$ cat src/common/dss_consts.svh
`ifndef DSS_CONSTS_SVH
`define DSS_CONSTS_SVH
// Word length fields hold the length minus one.
`define DSS_WL_MIN      4'h2
`define DSS_WL_TOP      4'hF
`define DSS_SLOT_LAST24 5'h17
`define DSS_SLOT_LAST32 5'h1F
`define DSS_SLOT_RST    5'h00
`define DSS_MU_CLIP     16'h7F7B
`define DSS_MU_BIAS     16'h0084
`define DSS_A_MAG_MAX   16'h7FFF
`define DSS_A_SEG_BASE  16'h0100
`define DSS_A_TOGGLE    8'h55
`define DSS_A_HALF      4'h8
`define DSS_RST_WORD    16'h0000
`define DSS_RST_DIV     16'h0000
`endif

$ cat src/common/dss_pkg.sv
package dss_pkg;
    typedef enum logic [1:0] {
        ST_IDLE  = 2'b00,
        ST_ARMED = 2'b01,
        ST_SHIFT = 2'b10
    } dss_sec_state_t;
    typedef enum logic [1:0] {
        CMP_NONE = 2'b00,
        CMP_MU   = 2'b10,
        CMP_A    = 2'b11
    } dss_cmp_t;
endpackage

$ cat src/verilog/dss_buf2.sv
`timescale 1ns/100ps
`include "dss_consts.svh"
// Two-entry buffer; the head word always sits in slot zero, so the
// outgoing data comes straight from a flip-flop.
module dss_buf2 (
    // Clock
    input  wire logic        clk,
    input  wire logic        rst,
    input  wire logic        en,
    // Filling side
    input  wire logic        in_valid,
    output logic             in_ready,
    input  wire logic [15:0] in_data,
    // Draining side
    output logic             out_valid,
    input  wire logic        out_ready,
    output logic [15:0]      out_data
);
    logic [15:0] spare_r;
    logic [1:0]  cnt_r;
    wire         push = in_valid & in_ready;
    wire         pop  = out_valid & out_ready;
    wire [1:0]   cnt_nxt = cnt_r + {1'b0, push} - {1'b0, pop};

    always_ff @(posedge clk) begin
        if (rst) begin
            cnt_r     <= 2'h0;
            in_ready  <= 1'b1;
            out_valid <= 1'b0;
            out_data  <= `DSS_RST_WORD;
            spare_r   <= `DSS_RST_WORD;
        end else if (en) begin
            cnt_r     <= cnt_nxt;
            in_ready  <= (cnt_nxt != 2'h2);
            out_valid <= (cnt_nxt != 2'h0);
            if (pop) begin
                out_data <= (cnt_r == 2'h2) ? spare_r : in_data;
            end else if (push && cnt_r == 2'h0) begin
                out_data <= in_data;
            end
            if (push && ((cnt_r == 2'h1 && !pop) || (cnt_r == 2'h2 && pop))) begin
                spare_r <= in_data;
            end
        end
    end
endmodule

$ cat src/verilog/dss_top.sv
`timescale 1ns/100ps
`include "dss_consts.svh"
// How it works
// - Separate double-buffered transmit and receive sections.
// - Serial clock internal divider or external pin.
// - Receive framing configured apart from transmit.
// - Frameless, or framed with internal/external sync.
// - Sync polarity invertible, normal or alternate width.
// - Word length three to sixteen bits.
// - Optional A-law or mu-law companding.
// - Each section flags its own word completion.
// - Auto mode streams a buffer, one cycle each.
// - Auto mode flags only after whole buffer.
// - Port a multichannel, 24 or 32 slots.
// - Port b pins become interrupts and flags.
// - Port b keeps its internal clock output.
// - Interrupt inputs edge or level sensitive.
// - Five pins per serial port.
module dss_top (
    // Clock, reset, enable
    input  wire logic             sys_clk,
    input  wire logic             rst,
    input  wire logic             clk_en,
    // Serial pins, bit 0 is port a, bit 1 is port b
    input  wire logic [1:0]       serial_clock_i,
    output wire logic [1:0]       serial_clock_o,
    output wire logic [1:0]       serial_clock_oe,
    input  wire logic [1:0]       tx_frame_sync_i,
    output wire logic [1:0]       tx_frame_sync_o,
    output wire logic [1:0]       tx_frame_sync_oe,
    input  wire logic [1:0]       rx_frame_sync_i,
    output wire logic [1:0]       rx_frame_sync_o,
    output wire logic [1:0]       rx_frame_sync_oe,
    output wire logic [1:0]       tx_data_o,
    output wire logic [1:0]       tx_data_oe,
    input  wire logic [1:0]       rx_data_i,
    // Per-port configuration
    input  wire logic [1:0]       clk_internal,
    input  wire logic [1:0][15:0] clk_div,
    input  wire logic [1:0][3:0]  word_len,
    input  wire logic [1:0][1:0]  compand,
    input  wire logic [1:0]       tx_framed,
    input  wire logic [1:0]       tx_fs_internal,
    input  wire logic [1:0]       tx_fs_invert,
    input  wire logic [1:0]       tx_fs_alt,
    input  wire logic [1:0]       rx_framed,
    input  wire logic [1:0]       rx_fs_internal,
    input  wire logic [1:0]       rx_fs_invert,
    input  wire logic [1:0]       rx_fs_alt,
    input  wire logic [1:0]       tx_auto,
    input  wire logic [1:0][15:0] tx_auto_len,
    input  wire logic [1:0]       rx_auto,
    input  wire logic [1:0][15:0] rx_auto_len,
    // Port a multichannel
    input  wire logic             mc_enable,
    input  wire logic             mc_32slots,
    input  wire logic [31:0]      mc_tx_mask,
    input  wire logic [31:0]      mc_rx_mask,
    // Port b interrupt and flag configuration
    input  wire logic             alt_enable,
    input  wire logic [1:0]       ext_irq_edge,
    input  wire logic [1:0]       ext_irq_ack,
    output wire logic [1:0]       ext_irq_req,
    input  wire logic             flag_output_level,
    output wire logic             flag_input_level,
    // Word streams
    input  wire logic [1:0]       tx_valid,
    output wire logic [1:0]       tx_ready,
    input  wire logic [1:0][15:0] tx_data,
    output wire logic [1:0]       rx_valid,
    input  wire logic [1:0]       rx_ready,
    output wire logic [1:0][15:0] rx_data,
    output wire logic [1:0]       tx_irq,
    output wire logic [1:0]       rx_irq
);
    logic [4:0] mc_slot_r;
    logic [4:0] mc_slot_nxt;

    function automatic logic [7:0] dss_compress(input logic [15:0] x, input logic alaw);
        logic        neg;
        logic [15:0] mag;
        logic [15:0] m;
        logic [2:0]  seg;
        logic [3:0]  man;
        neg = x[15];
        mag = neg ? (~x + 16'h0001) : x;
        if (alaw) begin
            m = mag[15] ? `DSS_A_MAG_MAX : mag;
        end else begin
            m = ((mag > `DSS_MU_CLIP) ? `DSS_MU_CLIP : mag) + `DSS_MU_BIAS;
        end
        seg = 3'h0;
        for (int i = 8; i < 15; i++) begin
            if (m[i]) begin
                seg = 3'(i - 7);
            end
        end
        man = (alaw && seg == 3'h0) ? m[7:4] : 4'(m >> ({1'b0, seg} + 4'h3));
        dss_compress = alaw ? ({~neg, seg, man} ^ `DSS_A_TOGGLE) : ~{neg, seg, man};
    endfunction

    function automatic logic [15:0] dss_expand(input logic [7:0] c, input logic alaw);
        logic [7:0]  d;
        logic [15:0] t;
        d = alaw ? (c ^ `DSS_A_TOGGLE) : ~c;
        if (alaw) begin
            t = {8'h00, d[3:0], `DSS_A_HALF};
            if (d[6:4] != 3'h0) begin
                t = (t + `DSS_A_SEG_BASE) << (d[6:4] - 3'h1);
            end
        end else begin
            t = (({9'h000, d[3:0], 3'h0} + `DSS_MU_BIAS) << d[6:4]) - `DSS_MU_BIAS;
        end
        dss_expand = (d[7] ^ alaw) ? (~t + 16'h0001) : t;
    endfunction

    genvar g;
    generate
        for (g = 0; g < 2; g++) begin : g_port
            logic [3:0]  pin_s1_r;
            logic [3:0]  pin_s2_r;
            logic        sclk_d_r;
            logic [15:0] div_cnt_r;
            logic        sclk_int_r;
            logic        sclk_oe_r;
            dss_pkg::dss_sec_state_t tx_st_r;
            dss_pkg::dss_sec_state_t tx_st_nxt;
            dss_pkg::dss_sec_state_t rx_st_r;
            dss_pkg::dss_sec_state_t rx_st_nxt;
            logic [15:0] tx_sh_r;
            logic [3:0]  tx_cnt_r;
            logic        tx_loaded_r;
            logic        tx_fs_act_r;
            logic        tx_fs_o_r;
            logic        tx_fs_oe_r;
            logic        tx_dt_r;
            logic        tx_dt_oe_r;
            logic [15:0] rx_sh_r;
            logic [3:0]  rx_cnt_r;
            logic        rx_pend_r;
            logic [15:0] rx_word_r;
            logic        rx_fs_act_r;
            logic        rx_fs_o_r;
            logic        rx_fs_oe_r;
            logic [15:0] tx_ab_r;
            logic [15:0] rx_ab_r;
            logic        tx_irq_r;
            logic        rx_irq_r;
            logic        txb_valid;
            logic [15:0] txb_data;
            logic        rxb_ready;

            wire alt_on   = (g == 1) && alt_enable;
            wire mc_on    = (g == 0) && mc_enable;
            wire div_hit  = (div_cnt_r == clk_div[g]);
            wire int_rise = div_hit & ~sclk_int_r;
            wire int_fall = div_hit & sclk_int_r;
            wire ext_rise = pin_s2_r[3] & ~sclk_d_r;
            wire ext_fall = ~pin_s2_r[3] & sclk_d_r;
            wire rise_evt = clk_en & (clk_internal[g] ? int_rise : ext_rise);
            wire fall_evt = clk_en & (clk_internal[g] ? int_fall : ext_fall);
            wire [3:0] wl = (word_len[g] < `DSS_WL_MIN) ? `DSS_WL_MIN : word_len[g];
            wire cmp_on   = (compand[g] == dss_pkg::CMP_MU) | (compand[g] == dss_pkg::CMP_A);
            wire cmp_a    = (compand[g] == dss_pkg::CMP_A);

            // Transmit section decode.
            wire tx_fs_gen  = tx_framed[g] & tx_fs_internal[g] & ~mc_on;
            wire tx_fs_ext  = pin_s2_r[2] ^ tx_fs_invert[g];
            wire tx_free    = ~tx_framed[g] | mc_on;
            wire tx_is_sh   = (tx_st_r == dss_pkg::ST_SHIFT);
            wire tx_is_arm  = (tx_st_r == dss_pkg::ST_ARMED);
            wire tx_fin     = rise_evt & tx_is_sh & (tx_cnt_r == 4'h0);
            wire tx_can     = (tx_st_r == dss_pkg::ST_IDLE) | (tx_is_sh & tx_cnt_r == 4'h0);
            wire tx_trig    = tx_free ? (txb_valid | mc_on)
                                      : (tx_fs_internal[g] ? txb_valid : tx_fs_ext);
            wire tx_now     = tx_free | tx_fs_alt[g];
            wire tx_go      = rise_evt & ~alt_on;
            wire tx_start   = tx_go & ((tx_can & tx_trig & tx_now) | tx_is_arm);
            wire tx_arm     = tx_go & tx_can & tx_trig & ~tx_now;
            wire tx_slot_ok = ~mc_on | mc_tx_mask[mc_slot_nxt];
            wire tx_load    = tx_start & txb_valid & tx_slot_ok;
            wire [15:0] tx_word  = cmp_on ? {8'h00, dss_compress(txb_data, cmp_a)} : txb_data;
            wire [15:0] tx_align = tx_word << (`DSS_WL_TOP - wl);
            wire tx_evt     = tx_fin & tx_loaded_r;

            // Receive section decode, framing configured apart from transmit; word length and companding are shared.
            wire rx_fs_gen  = rx_framed[g] & rx_fs_internal[g] & ~mc_on;
            wire rx_fs_seen = rx_fs_internal[g] ? rx_fs_act_r
                                                : (pin_s2_r[1] ^ rx_fs_invert[g]);
            wire rx_free    = ~rx_framed[g] | mc_on;
            wire rx_idle    = (rx_st_r == dss_pkg::ST_IDLE);
            wire rx_go      = fall_evt & ~alt_on & ~rx_pend_r;
            wire rx_start   = rx_go & ((rx_idle & (rx_free | (rx_fs_seen & rx_fs_alt[g])))
                                       | (rx_st_r == dss_pkg::ST_ARMED));
            wire rx_arm     = rx_go & rx_idle & ~rx_free & rx_fs_seen & ~rx_fs_alt[g];
            wire rx_step    = fall_evt & (rx_st_r == dss_pkg::ST_SHIFT);
            wire rx_fin     = rx_step & (rx_cnt_r == 4'h1);
            wire [15:0] rx_in   = {rx_sh_r[14:0], pin_s2_r[0]};
            wire [15:0] rx_word = cmp_on ? dss_expand(rx_in[7:0], cmp_a) : rx_in;
            wire rx_slot_ok = ~mc_on | mc_rx_mask[mc_slot_r];
            wire rx_evt     = rx_pend_r & rxb_ready;

            // Pins cross into the system clock through two flip-flops.
            always_ff @(posedge sys_clk) begin
                if (rst) begin
                    pin_s1_r <= 4'h0;
                    pin_s2_r <= 4'h0;
                    sclk_d_r <= 1'b0;
                end else if (clk_en) begin
                    pin_s1_r <= {serial_clock_i[g], tx_frame_sync_i[g],
                                 rx_frame_sync_i[g], rx_data_i[g]};
                    pin_s2_r <= pin_s1_r;
                    sclk_d_r <= pin_s2_r[3];
                end
            end

            // The divider runs in every mode so port b still offers its clock.
            always_ff @(posedge sys_clk) begin
                if (rst) begin
                    div_cnt_r  <= `DSS_RST_DIV;
                    sclk_int_r <= 1'b0;
                    sclk_oe_r  <= 1'b0;
                end else if (clk_en) begin
                    div_cnt_r  <= div_hit ? `DSS_RST_DIV : div_cnt_r + 16'h0001;
                    sclk_int_r <= sclk_int_r ^ div_hit;
                    sclk_oe_r  <= clk_internal[g];
                end
            end

            always_comb begin
                tx_st_nxt = tx_st_r;
                case (tx_st_r)
                    dss_pkg::ST_IDLE:  if (tx_start) tx_st_nxt = dss_pkg::ST_SHIFT;
                                       else if (tx_arm) tx_st_nxt = dss_pkg::ST_ARMED;
                    dss_pkg::ST_ARMED: if (tx_start) tx_st_nxt = dss_pkg::ST_SHIFT;
                    dss_pkg::ST_SHIFT: if (tx_arm) tx_st_nxt = dss_pkg::ST_ARMED;
                                       else if (tx_fin & ~tx_start) tx_st_nxt = dss_pkg::ST_IDLE;
                    default:           tx_st_nxt = dss_pkg::ST_IDLE;
                endcase
                if (alt_on) tx_st_nxt = dss_pkg::ST_IDLE;
            end

            always_ff @(posedge sys_clk) begin
                if (rst) begin
                    tx_st_r     <= dss_pkg::ST_IDLE;
                    tx_sh_r     <= `DSS_RST_WORD;
                    tx_cnt_r    <= 4'h0;
                    tx_loaded_r <= 1'b0;
                    tx_fs_act_r <= 1'b0;
                end else if (clk_en) begin
                    tx_st_r <= tx_st_nxt;
                    if (tx_start) begin
                        tx_sh_r     <= tx_load ? tx_align : `DSS_RST_WORD;
                        tx_cnt_r    <= wl;
                        tx_loaded_r <= tx_load;
                    end else if (rise_evt & tx_is_sh & ~tx_fin) begin
                        tx_sh_r  <= tx_sh_r << 1;
                        tx_cnt_r <= tx_cnt_r - 4'h1;
                    end
                    if (rise_evt) begin
                        tx_fs_act_r <= tx_fs_gen & (tx_arm | (tx_fs_alt[g] & (tx_start
                                       | (tx_is_sh & ~tx_fin))));
                    end
                end
            end

            always_comb begin
                rx_st_nxt = rx_st_r;
                case (rx_st_r)
                    dss_pkg::ST_IDLE:  if (rx_start) rx_st_nxt = dss_pkg::ST_SHIFT;
                                       else if (rx_arm) rx_st_nxt = dss_pkg::ST_ARMED;
                    dss_pkg::ST_ARMED: if (rx_start) rx_st_nxt = dss_pkg::ST_SHIFT;
                    dss_pkg::ST_SHIFT: if (rx_fin) rx_st_nxt = dss_pkg::ST_IDLE;
                    default:           rx_st_nxt = dss_pkg::ST_IDLE;
                endcase
                if (alt_on) rx_st_nxt = dss_pkg::ST_IDLE;
            end

            // A full buffer holds the finished word and stalls the next start.
            always_ff @(posedge sys_clk) begin
                if (rst) begin
                    rx_st_r     <= dss_pkg::ST_IDLE;
                    rx_sh_r     <= `DSS_RST_WORD;
                    rx_cnt_r    <= 4'h0;
                    rx_pend_r   <= 1'b0;
                    rx_word_r   <= `DSS_RST_WORD;
                    rx_fs_act_r <= 1'b0;
                end else if (clk_en) begin
                    rx_st_r <= rx_st_nxt;
                    if (rx_start) begin
                        rx_sh_r  <= {15'h0000, pin_s2_r[0]};
                        rx_cnt_r <= wl;
                    end else if (rx_step) begin
                        rx_sh_r  <= rx_in;
                        rx_cnt_r <= rx_cnt_r - 4'h1;
                    end
                    if (rx_fin) begin
                        rx_pend_r <= rx_slot_ok;
                        rx_word_r <= rx_word;
                    end else if (rx_evt) begin
                        rx_pend_r <= 1'b0;
                    end
                    if (rise_evt) begin
                        rx_fs_act_r <= rx_fs_gen & ~rx_pend_r & (rx_fs_alt[g]
                                       ? ~(rx_st_r == dss_pkg::ST_ARMED) : rx_idle);
                    end
                end
            end

            // Pin drivers.
            always_ff @(posedge sys_clk) begin
                if (rst) begin
                    tx_fs_o_r  <= 1'b0;
                    tx_fs_oe_r <= 1'b0;
                    rx_fs_o_r  <= 1'b0;
                    rx_fs_oe_r <= 1'b0;
                    tx_dt_r    <= 1'b0;
                    tx_dt_oe_r <= 1'b0;
                end else if (clk_en) begin
                    tx_fs_o_r  <= tx_fs_act_r ^ tx_fs_invert[g];
                    tx_fs_oe_r <= tx_fs_gen & ~alt_on;
                    rx_fs_o_r  <= rx_fs_act_r ^ rx_fs_invert[g];
                    rx_fs_oe_r <= rx_fs_gen & ~alt_on;
                    tx_dt_r    <= alt_on ? flag_output_level : tx_sh_r[15];
                    tx_dt_oe_r <= alt_on | ~mc_on | (tx_loaded_r & tx_is_sh);
                end
            end

            // Word interrupts; auto mode counts words and flags the buffer end.
            always_ff @(posedge sys_clk) begin
                if (rst) begin
                    tx_ab_r  <= 16'h0000;
                    rx_ab_r  <= 16'h0000;
                    tx_irq_r <= 1'b0;
                    rx_irq_r <= 1'b0;
                end else if (clk_en) begin
                    tx_irq_r <= tx_evt & (~tx_auto[g] | tx_ab_r == tx_auto_len[g]);
                    rx_irq_r <= rx_evt & (~rx_auto[g] | rx_ab_r == rx_auto_len[g]);
                    if (~tx_auto[g]) tx_ab_r <= 16'h0000;
                    else if (tx_evt) tx_ab_r <= (tx_ab_r == tx_auto_len[g]) ? 16'h0000
                                                : tx_ab_r + 16'h0001;
                    if (~rx_auto[g]) rx_ab_r <= 16'h0000;
                    else if (rx_evt) rx_ab_r <= (rx_ab_r == rx_auto_len[g]) ? 16'h0000
                                                : rx_ab_r + 16'h0001;
                end
            end

            dss_buf2 u_txb (
                .clk       (sys_clk),
                .rst       (rst),
                .en        (clk_en),
                .in_valid  (tx_valid[g]),
                .in_ready  (tx_ready[g]),
                .in_data   (tx_data[g]),
                .out_valid (txb_valid),
                .out_ready (tx_load),
                .out_data  (txb_data)
            );
            dss_buf2 u_rxb (
                .clk       (sys_clk),
                .rst       (rst),
                .en        (clk_en),
                .in_valid  (rx_pend_r),
                .in_ready  (rxb_ready),
                .in_data   (rx_word_r),
                .out_valid (rx_valid[g]),
                .out_ready (rx_ready[g]),
                .out_data  (rx_data[g])
            );

            assign serial_clock_o[g]   = sclk_int_r;
            assign serial_clock_oe[g]  = sclk_oe_r;
            assign tx_frame_sync_o[g]  = tx_fs_o_r;
            assign tx_frame_sync_oe[g] = tx_fs_oe_r;
            assign rx_frame_sync_o[g]  = rx_fs_o_r;
            assign rx_frame_sync_oe[g] = rx_fs_oe_r;
            assign tx_data_o[g]        = tx_dt_r;
            assign tx_data_oe[g]       = tx_dt_oe_r;
            assign tx_irq[g]           = tx_irq_r;
            assign rx_irq[g]           = rx_irq_r;

            if (g == 0) begin : g_mc
                // Receive sync at a word start realigns the frame to slot zero.
                wire [4:0] last = mc_32slots ? `DSS_SLOT_LAST32 : `DSS_SLOT_LAST24;
                assign mc_slot_nxt = (rx_fs_seen | mc_slot_r == last) ? `DSS_SLOT_RST
                                     : mc_slot_r + 5'h01;
                always_ff @(posedge sys_clk) begin
                    if (rst) begin
                        mc_slot_r <= `DSS_SLOT_RST;
                    end else if (clk_en & tx_start & mc_on) begin
                        mc_slot_r <= mc_slot_nxt;
                    end
                end
            end else begin : g_alt
                // Interrupt pins are active low; edge requests hold until acknowledged.
                logic [1:0] irq_d_r;
                logic [1:0] irq_r;
                logic       flag_r;
                wire  [1:0] irq_low = ~{pin_s2_r[2], pin_s2_r[1]};
                always_ff @(posedge sys_clk) begin
                    if (rst) begin
                        // Start as asserted, since the synchroniser reads low from reset.
                        irq_d_r <= 2'b11;
                        irq_r   <= 2'b00;
                        flag_r  <= 1'b0;
                    end else if (clk_en) begin
                        irq_d_r <= irq_low;
                        flag_r  <= alt_on & pin_s2_r[0];
                        irq_r   <= {2{alt_on}} & ((ext_irq_edge & ((irq_r & ~ext_irq_ack)
                                   | (irq_low & ~irq_d_r))) | (~ext_irq_edge & irq_low));
                    end
                end
                assign ext_irq_req      = irq_r;
                assign flag_input_level = flag_r;
            end
        end
    endgenerate
endmodule

$ cat config.mk
export PLATFORM = sky130hd
export DESIGN_NAME = dss_top
export DESIGN_NICKNAME = d
export VERILOG_FILES = /design/src/common/dss_pkg.sv /design/src/verilog/dss_buf2.sv /design/src/verilog/dss_top.sv
export VERILOG_INCLUDE_DIRS = /design/src /design/src/common
export SDC_FILE = /design/constraint.sdc
export NUM_CORES = 1
export LEC_CHECK = 0
export ABC_CLOCK_PERIOD_IN_PS = 7500
export BUFFER_PORTS_ARGS = -buffer_cell sky130_fd_sc_hd__buf_2
export CAP_MARGIN = 40
export CORE_AREA = 2 2 314 285
export CTS_CLUSTER_SIZE = 16
export DETAILED_ROUTE_END_ITERATION = 12
export DIE_AREA = 0 0 316 287
export PLACE_DENSITY = 0.48
export SYNTH_ARGS = -nofsm -noshare
export SYNTH_HDL_FRONTEND = slang
export SYNTH_SLANG_ARGS = --single-unit
$ cat constraint.sdc
create_clock -name sys_clk -period 7.5 [get_ports sys_clk]
set_input_delay 0.375 -clock sys_clk [delete_from_list [all_inputs] [get_ports sys_clk]]
set_output_delay 0.375 -clock sys_clk [all_outputs]
set_load 0.005 [all_outputs]
# After elaboration in Yosys (flattened, before gate mapping)
# Cells that the tools add are included.
# totals
out_inout_bits,59
reg_bits,414
# classes
eq_ne,49
mux,131
shift,8
n_reduce_logical,82
n_lt_le_gt_ge,6
addsub,37
bitwise,188
# op_table
op,count
two-way mux 16 bit,48
"adder 16 x 1 -> 16 bit, second input constant",10
== test 16 bit,6
AND 1 bit,95
two-way mux 15 bit,6
inverter 16 bit,4
two-way mux 4 bit,13
AND reduction 2 bit,24
two-way mux 2 bit,22
"adder 16 x 8 -> 16 bit, second input constant",2
"> comparator 16 x 15 -> 1 bit, second input constant",2
two-way mux 8 bit,4
inverter 8 bit,4
left shift 10 x 3 -> 16 bit,2
left shift 16 x 4 -> 16 bit,2
left shift 9 x 3 -> 16 bit,2
>> shifter 16 x 4 -> 4 bit,2
"subtractor 16 x 8 -> 16 bit, second input constant",2
inverter 1 bit,31
two-way mux 3 bit,10
nonzero test 2 bit,14
OR 1 bit,27
"== test 2 bit, second input constant",12
case mux 2 bit (3 select lines),4
37 further kinds,153

# Logic depth before layout (Yosys ltp)
# logic_depth
ltp_word,23
depth_mapped,26

# Hierarchy
# A second synthesis with hierarchy kept.
# unflattened
cells_unflattened,3498
hier_area_um2,28417.3
# modules_own_cells
mod,cells_each,area_per_inst_um2,n_inst,seq_area_each_um2
dss_top,2802,21035.2,1,5405.2
dss_buf2,174,1845.5,4,720.7

# Least setup slack after synthesis
# No wires, ideal clock.
# synth_timing
path_kind,register to register
start,register g_port[0].u_txb.out_data[0]
end,register g_port[0].tx_sh_r[14]
t_arrival_ns,6.100
path_buffers,1
path_stages_with_launch,25
required_ns,7.397
slack_ns,1.297
path_cell_list,dfxtp_1 > inv_1 > ha_1 > or3b_1 > buf_2 > o41ai_1 > xor2_1 > or4_4 > nor3_1 > nor2_1 > nand2_1 > ha_1 > inv_1 > o41ai_1 > nor4_2 > o31a_1 > nor3_1 > a211o_1 > mux2_2 > a221oi_2 > mux2i_1 > a21oi_1 > o22ai_1 > o21ai_1 > a2111oi_2
# synth_between
elab_chain_cells,23
elab_cells_between_ends,27
# synth_lines
item,line,rtl
"start, declared",dss_buf2.sv:17,output logic [15:0] out_data
"start signal, assigned",dss_buf2.sv:30,out_data <= `DSS_RST_WORD;
"start signal, assigned",dss_buf2.sv:37,out_data <= (cnt_r == 2'h2) ? spare_r : in_data;
"start signal, assigned",dss_buf2.sv:39,out_data <= in_data;
inverter 16 bit,dss_top.sv:86,mag = neg ? (~x + 16'h0001) : x;
adder 16 x 1 -> 16 bit,dss_top.sv:86,
two-way mux 16 bit,dss_top.sv:86,
> comparator 16 x 15 -> 1 bit (no source line),--,
two-way mux 16 bit,dss_top.sv:90,m = ((mag > `DSS_MU_CLIP) ? `DSS_MU_CLIP : mag) + `DSS_MU_BIAS;
adder 16 x 8 -> 16 bit (no source line),--,
two-way mux 16 bit,dss_top.sv:87,if (alaw) begin
two-way mux 1 bit,dss_top.sv:94,if (m[i]) begin
(+7 left out),--,
>> shifter 16 x 4 -> 4 bit / logical AND 1 bit (equally long branches),dss_top.sv:98,"man = (alaw && seg == 3'h0) ? m[7:4] : 4'(m >> ({1'b0, seg} + 4'h3));"
two-way mux 4 bit,dss_top.sv:98,
inverter 8 bit / inverter 4 bit (equally long branches),--,
two-way mux 8 bit,dss_top.sv:99,"dss_compress = alaw ? ({~neg, seg, man} ^ `DSS_A_TOGGLE) : ~{neg, seg, man};"
two-way mux 16 bit (*),dss_top.sv:182,"wire [15:0] tx_word = cmp_on ? {8'h00, dss_compress(txb_data, cmp_a)} : txb_data;"
left shift 16 x 4 -> 16 bit (*),dss_top.sv:183,wire [15:0] tx_align = tx_word << (`DSS_WL_TOP - wl);
two-way mux 16 bit (no source line) (*),--,
two-way mux 16 bit (*),dss_top.sv:252,if (tx_start) begin
"end signal, assigned",dss_top.sv:246,tx_sh_r <= `DSS_RST_WORD;
"end signal, assigned",dss_top.sv:253,tx_sh_r <= tx_load ? tx_align : `DSS_RST_WORD;
"end signal, assigned",dss_top.sv:257,tx_sh_r <= tx_sh_r << 1;
"end, declared",dss_top.sv:130,logic [15:0] tx_sh_r;
# Every way passes the cells marked *; elsewhere a longest branch is shown, timed or not.
# A chain may end at the register's enable or synchronous reset.

# Worst setup path after layout
# Ends and elaborated chain as after synthesis.

==> summary.json <==
{
  "run_status": "finished, final reports clean",
  "design_power_total_mw": 6.06,
  "clock.fmax_ghz": 0.144,
  "ctsRootBufferMaster": "clkbuf_16",
  "antenna_found_initial": 7,
  "critPathLaunch": "g_port[0].u_txb.out_data[0]",
  "wire_per_inst_um": 17.6,
  "flow.area_growth_from_synthesis_pct": 17.4,
  "worst-endpoint-arrival_ns": 7.47,
  "reg2reg_from": "g_port[0].u_txb.out_data[0]",
  "tritoncts.num_buffers": 50,
  "worst-endpoint-required_ns": 8.02,
  "worst_path_dominant_cell_family": "compound AO/OA/AOI/OAI gates",
  "max_slew_margin_pct": 40.5,
  "grt_max_degree": 70,
  "drt_first_iter_violations": 1835,
  "max-clock-path-buffers": 3,
  "setup_viol": 0,
  "post_syn_nets": 3702,
  "avgViaCountPerCell": 5.20,
  "holdCritStartpoint": "tx_data[29]",
  "globalRoute.totalOverflow": 0,
  "grt_first_pass_wirelength_um": 135000,
  "die_x_um": 316,
  "finalCritPeriodShare_pct": 92.7,
  "clkTransAtPathRegs_ns": 0.06,
  "worstHoldPathType": "in -> reg",
  "timing.critical_path.slowest_stage_cell": "or3b_1",
  "synth_sequential_area_ratio_pct": 30.8,
  "post-dp-hpwl_um": 62400,
  "cts.sink_count": 414,
  "slew_violations": 0,
  "max-vdd-ir-drop_mv": 0.155,
  "portBuffers": 307,
  "depth_of_the_cts_h_tree": 2,
  "cts_post_setup_buffers_inserted": 0,
  "postLayoutCoreUtil_pct": 36.2,
  "maximum_fanout_along_the_worst_path": 8,
  "routabilityCongestion": 0.882,
  "setup_tns_ns": 0,
  "dr_total_vias": 25000,
  "synthDistinctLibCells": 103,
  "synth_cells": 3408,
  "pd_cells_nw_per_um2": 192,
  "path_class": "reg -> reg",
  "place_worst_setup_slack_ns": 0.541,
  "nets": 3898,
  "drt.antenna.violating_nets": 0,
  "crit_path_max_incr_delay_ns": 0.54,
  "avgSynthCellArea_um2": 7.89,
  "io_pins": 308,
  "die_y_extent_um": 287,
  "count_of_flip_flops_with_a_built_in_enable_after_synthesis": 0,
  "setup_repair_after_global_routing_missed_its_margin": "no",
  "die_area_um2": 90700,
  "grt_util_all_layers_pct": 18.1,
  "timing.critical_path.buf_inv": 2,
  "tightestPinTransition_ns": 0.892,
  "worst_slack_ns": 0.547,
  "power.leakage_nw": 12.3,
  "report.final.hold_viol_count": 0,
  "yosys_warnings": 0,
  "finalClockSkew_ns": 0.0334,
  "finalCriticalPeriod_ns": 6.95,
  "tritoncts": "built",
  "wirelength_um": 84300,
  "netlist_area_um2": 26900,
  "yosys_register_bits": 414,
  "floorplan.core_area_um2": 87200,
  "synth_top_cell_area_share_pct": 30.8,
  "end_kind": "flip-flop",
  "clkLatencyLatePin_ns": 0.62,
  "final_layout_size_suffix_gt1_share_pct": 15.3,
  "maxCapViolations": 0,
  "synthArstFlopShare_pct": 0,
  "synth.top_cells.by_area": "dfxtp_1 (31%), mux2i_1 (8.6%), nor2_1 (7.3%)",
  "initial_core_util_pct": 30.8,
  "drt_pass1_iterations": 7,
  "detail_route.drc_violations": 0,
  "cp_cell_sequence": "inv_1 > ha_1 > or3b_1 > o41ai_1 > xor2_1 > or4_4 > nor3_1 > nor2_1 > nand2_1 > ha_1 > inv_1 > o41ai_1 > nor4_2 > or2_1 > o32a_1 > a211o_1 > mux2_2 > a221oi_2 > mux2i_1 > a21oi_1 > o22ai_1 > o21ai_1 > a2111oi_2",
  "setup.worst_path.start_class": "flip-flop",
  "vias_in_the_first_global_route": 23700,
  "rows": 103,
  "postSynth.topFlopCell": "dfxtp_1",
  "post-synth-top-area-cell": "dfxtp_1"
}
==> worst paths after layout <==
| path | cells after the start | slack, ns | to |
|---|---|---|---|
| max | 23 | 0.55 | g_port[0].tx_sh_r[14] |
| min reg2reg | 2 | 0.46 | flag_input_level |
| min | 3 | 0.05 | g_port[1].u_txb.spare_r[13] |
| max reg2reg | 23 | 0.55 | g_port[0].tx_sh_r[14] |
==> worst reg2reg max path, stage by stage, from the launching register on <==
cell and delay [ns]:
dfxtp_1 0.39, inv_1 0.09, ha_1 0.20, or3b_1 0.54, o41ai_1 0.43, xor2_1 0.19
or4_4 0.49, nor3_1 0.28, nor2_1 0.11, nand2_1 0.08, ha_1 0.27, inv_1 0.12
o41ai_1 0.45, nor4_2 0.14, or2_1 0.27, o32a_1 0.48, a211o_1 0.40, mux2_2 0.31
a221oi_2 0.37, mux2i_1 0.33, a21oi_1 0.12, o22ai_1 0.32, o21ai_1 0.17, a2111oi_2 0.32
==> Yosys cell counts (all sizes together), types with 23 or more instances <==
master  count
nand3      85
nor3       73
nand2     288
ha         45
buf        64
nor4       41
o211ai     36
o22ai      23
xnor2     120
and2       30
o31ai      23
and3       36
inv        79
nor2      522
nand4      52
xor2      162
a211oi    139
a21oi     220
dfxtp     414
or3        32
o21ai     131
a31oi      38
clkbuf    195
mux2i     232
==> state kept, by name, indices dropped and copies added (netlist names), 30 cells and up <==
signal / flops
g_port.div_cnt_r: 32
g_port.rx_ab_r: 32
g_port.rx_sh_r: 30
g_port.rx_word_r: 32
g_port.tx_ab_r: 32
g_port.tx_sh_r: 32
g_port.u_rxb.out_data: 32
g_port.u_rxb.spare_r: 32
g_port.u_txb.out_data: 32
g_port.u_txb.spare_r: 32
==> cell type report <==
cell class | count | area, um^2
Multi-Input combinational cell | 2653 | 17300
Tap cell | 1155 | 1450
Inverter | 82 | 308
Fill cell | 9161 | 55700
Antenna cell | 3 | 7.51
Timing Repair Buffer | 403 | 2420
Clock buffer | 73 | 1490
Sequential cell | 414 | 8290
Clock inverter | 19 | 337
==> cells by family (layout without fill, tap and decap cells) <==
kind of cell | Yosys count | in the layout | synth area share (%)
AND/OR/NAND/NOR | 1262 | 1262 | 21.7
other | 0 | 3 | 0
AO/OA/AOI/OAI | 798 | 798 | 20.1
flip-flops | 414 | 414 | 30.8
XOR/XNOR | 282 | 282 | 9.19
adder cells (fa/ha/maj) | 45 | 45 | 2.09
multiplexers | 266 | 266 | 10.9
buffers and inverters | 341 | 577 | 5.20
==> power by group <==
part	switching [mW]	internal [mW]	leakage, nW
combinational	0.690	0.426	8.02
sequential	0.0537	2.23	3.35
clock	1.03	1.63	0.887
total	1.77	4.28	12.3
==> metrics by stage <==
step / hold WS (ns) / cell area, um^2 / instances
5_1_grt: 0.0296 / 31500 / 4800
3_5_place_dp: 0.450 / 29400 / 4675
3_3_place_gp: 0.439 / 29200 / 4663
6_report: 0.0517 / 31600 / 4802
4_1_cts: 0.00172 / 31500 / 4799
2_1_floorplan: 0.436 / 26900 / 3408
==> layer usage <==
layer  part of all wire [%]  vias up  wire, um  GRT usage, %
met5                  0.064        -        54             0
met3                    6.0       85      5040          3.26
met4                    1.4       10      1220          3.48
li1                       -    12600         -             -
met1                     52    11700     43500          27.5
met2                     41      620     34500          26.5
==> timing repair <==
action                                  4_1_cts  5_1_grt
endpoints found under the setup margin        0        2
resized for setup                             0        2
hold buffers                                 32        0
hold endpoints to repair                     32        0
==> layout by cell type, fill, tap and decap left out, types with 38 or more instances in the layout <==
cell type,count
xor2_1,162
a211oi_1,135
nor3_1,71
a31oi_1,38
mux2i_1,231
nand3_1,85
nand4_1,52
ha_1,45
nand2_1,288
clkbuf_16,51
buf_2,307
xnor2_1,120
a21oi_1,216
dfxtp_1,414
nor2_1,520
buf_4,57
o21ai_0,121
inv_1,78
Power figures use the tool's default switching activity.
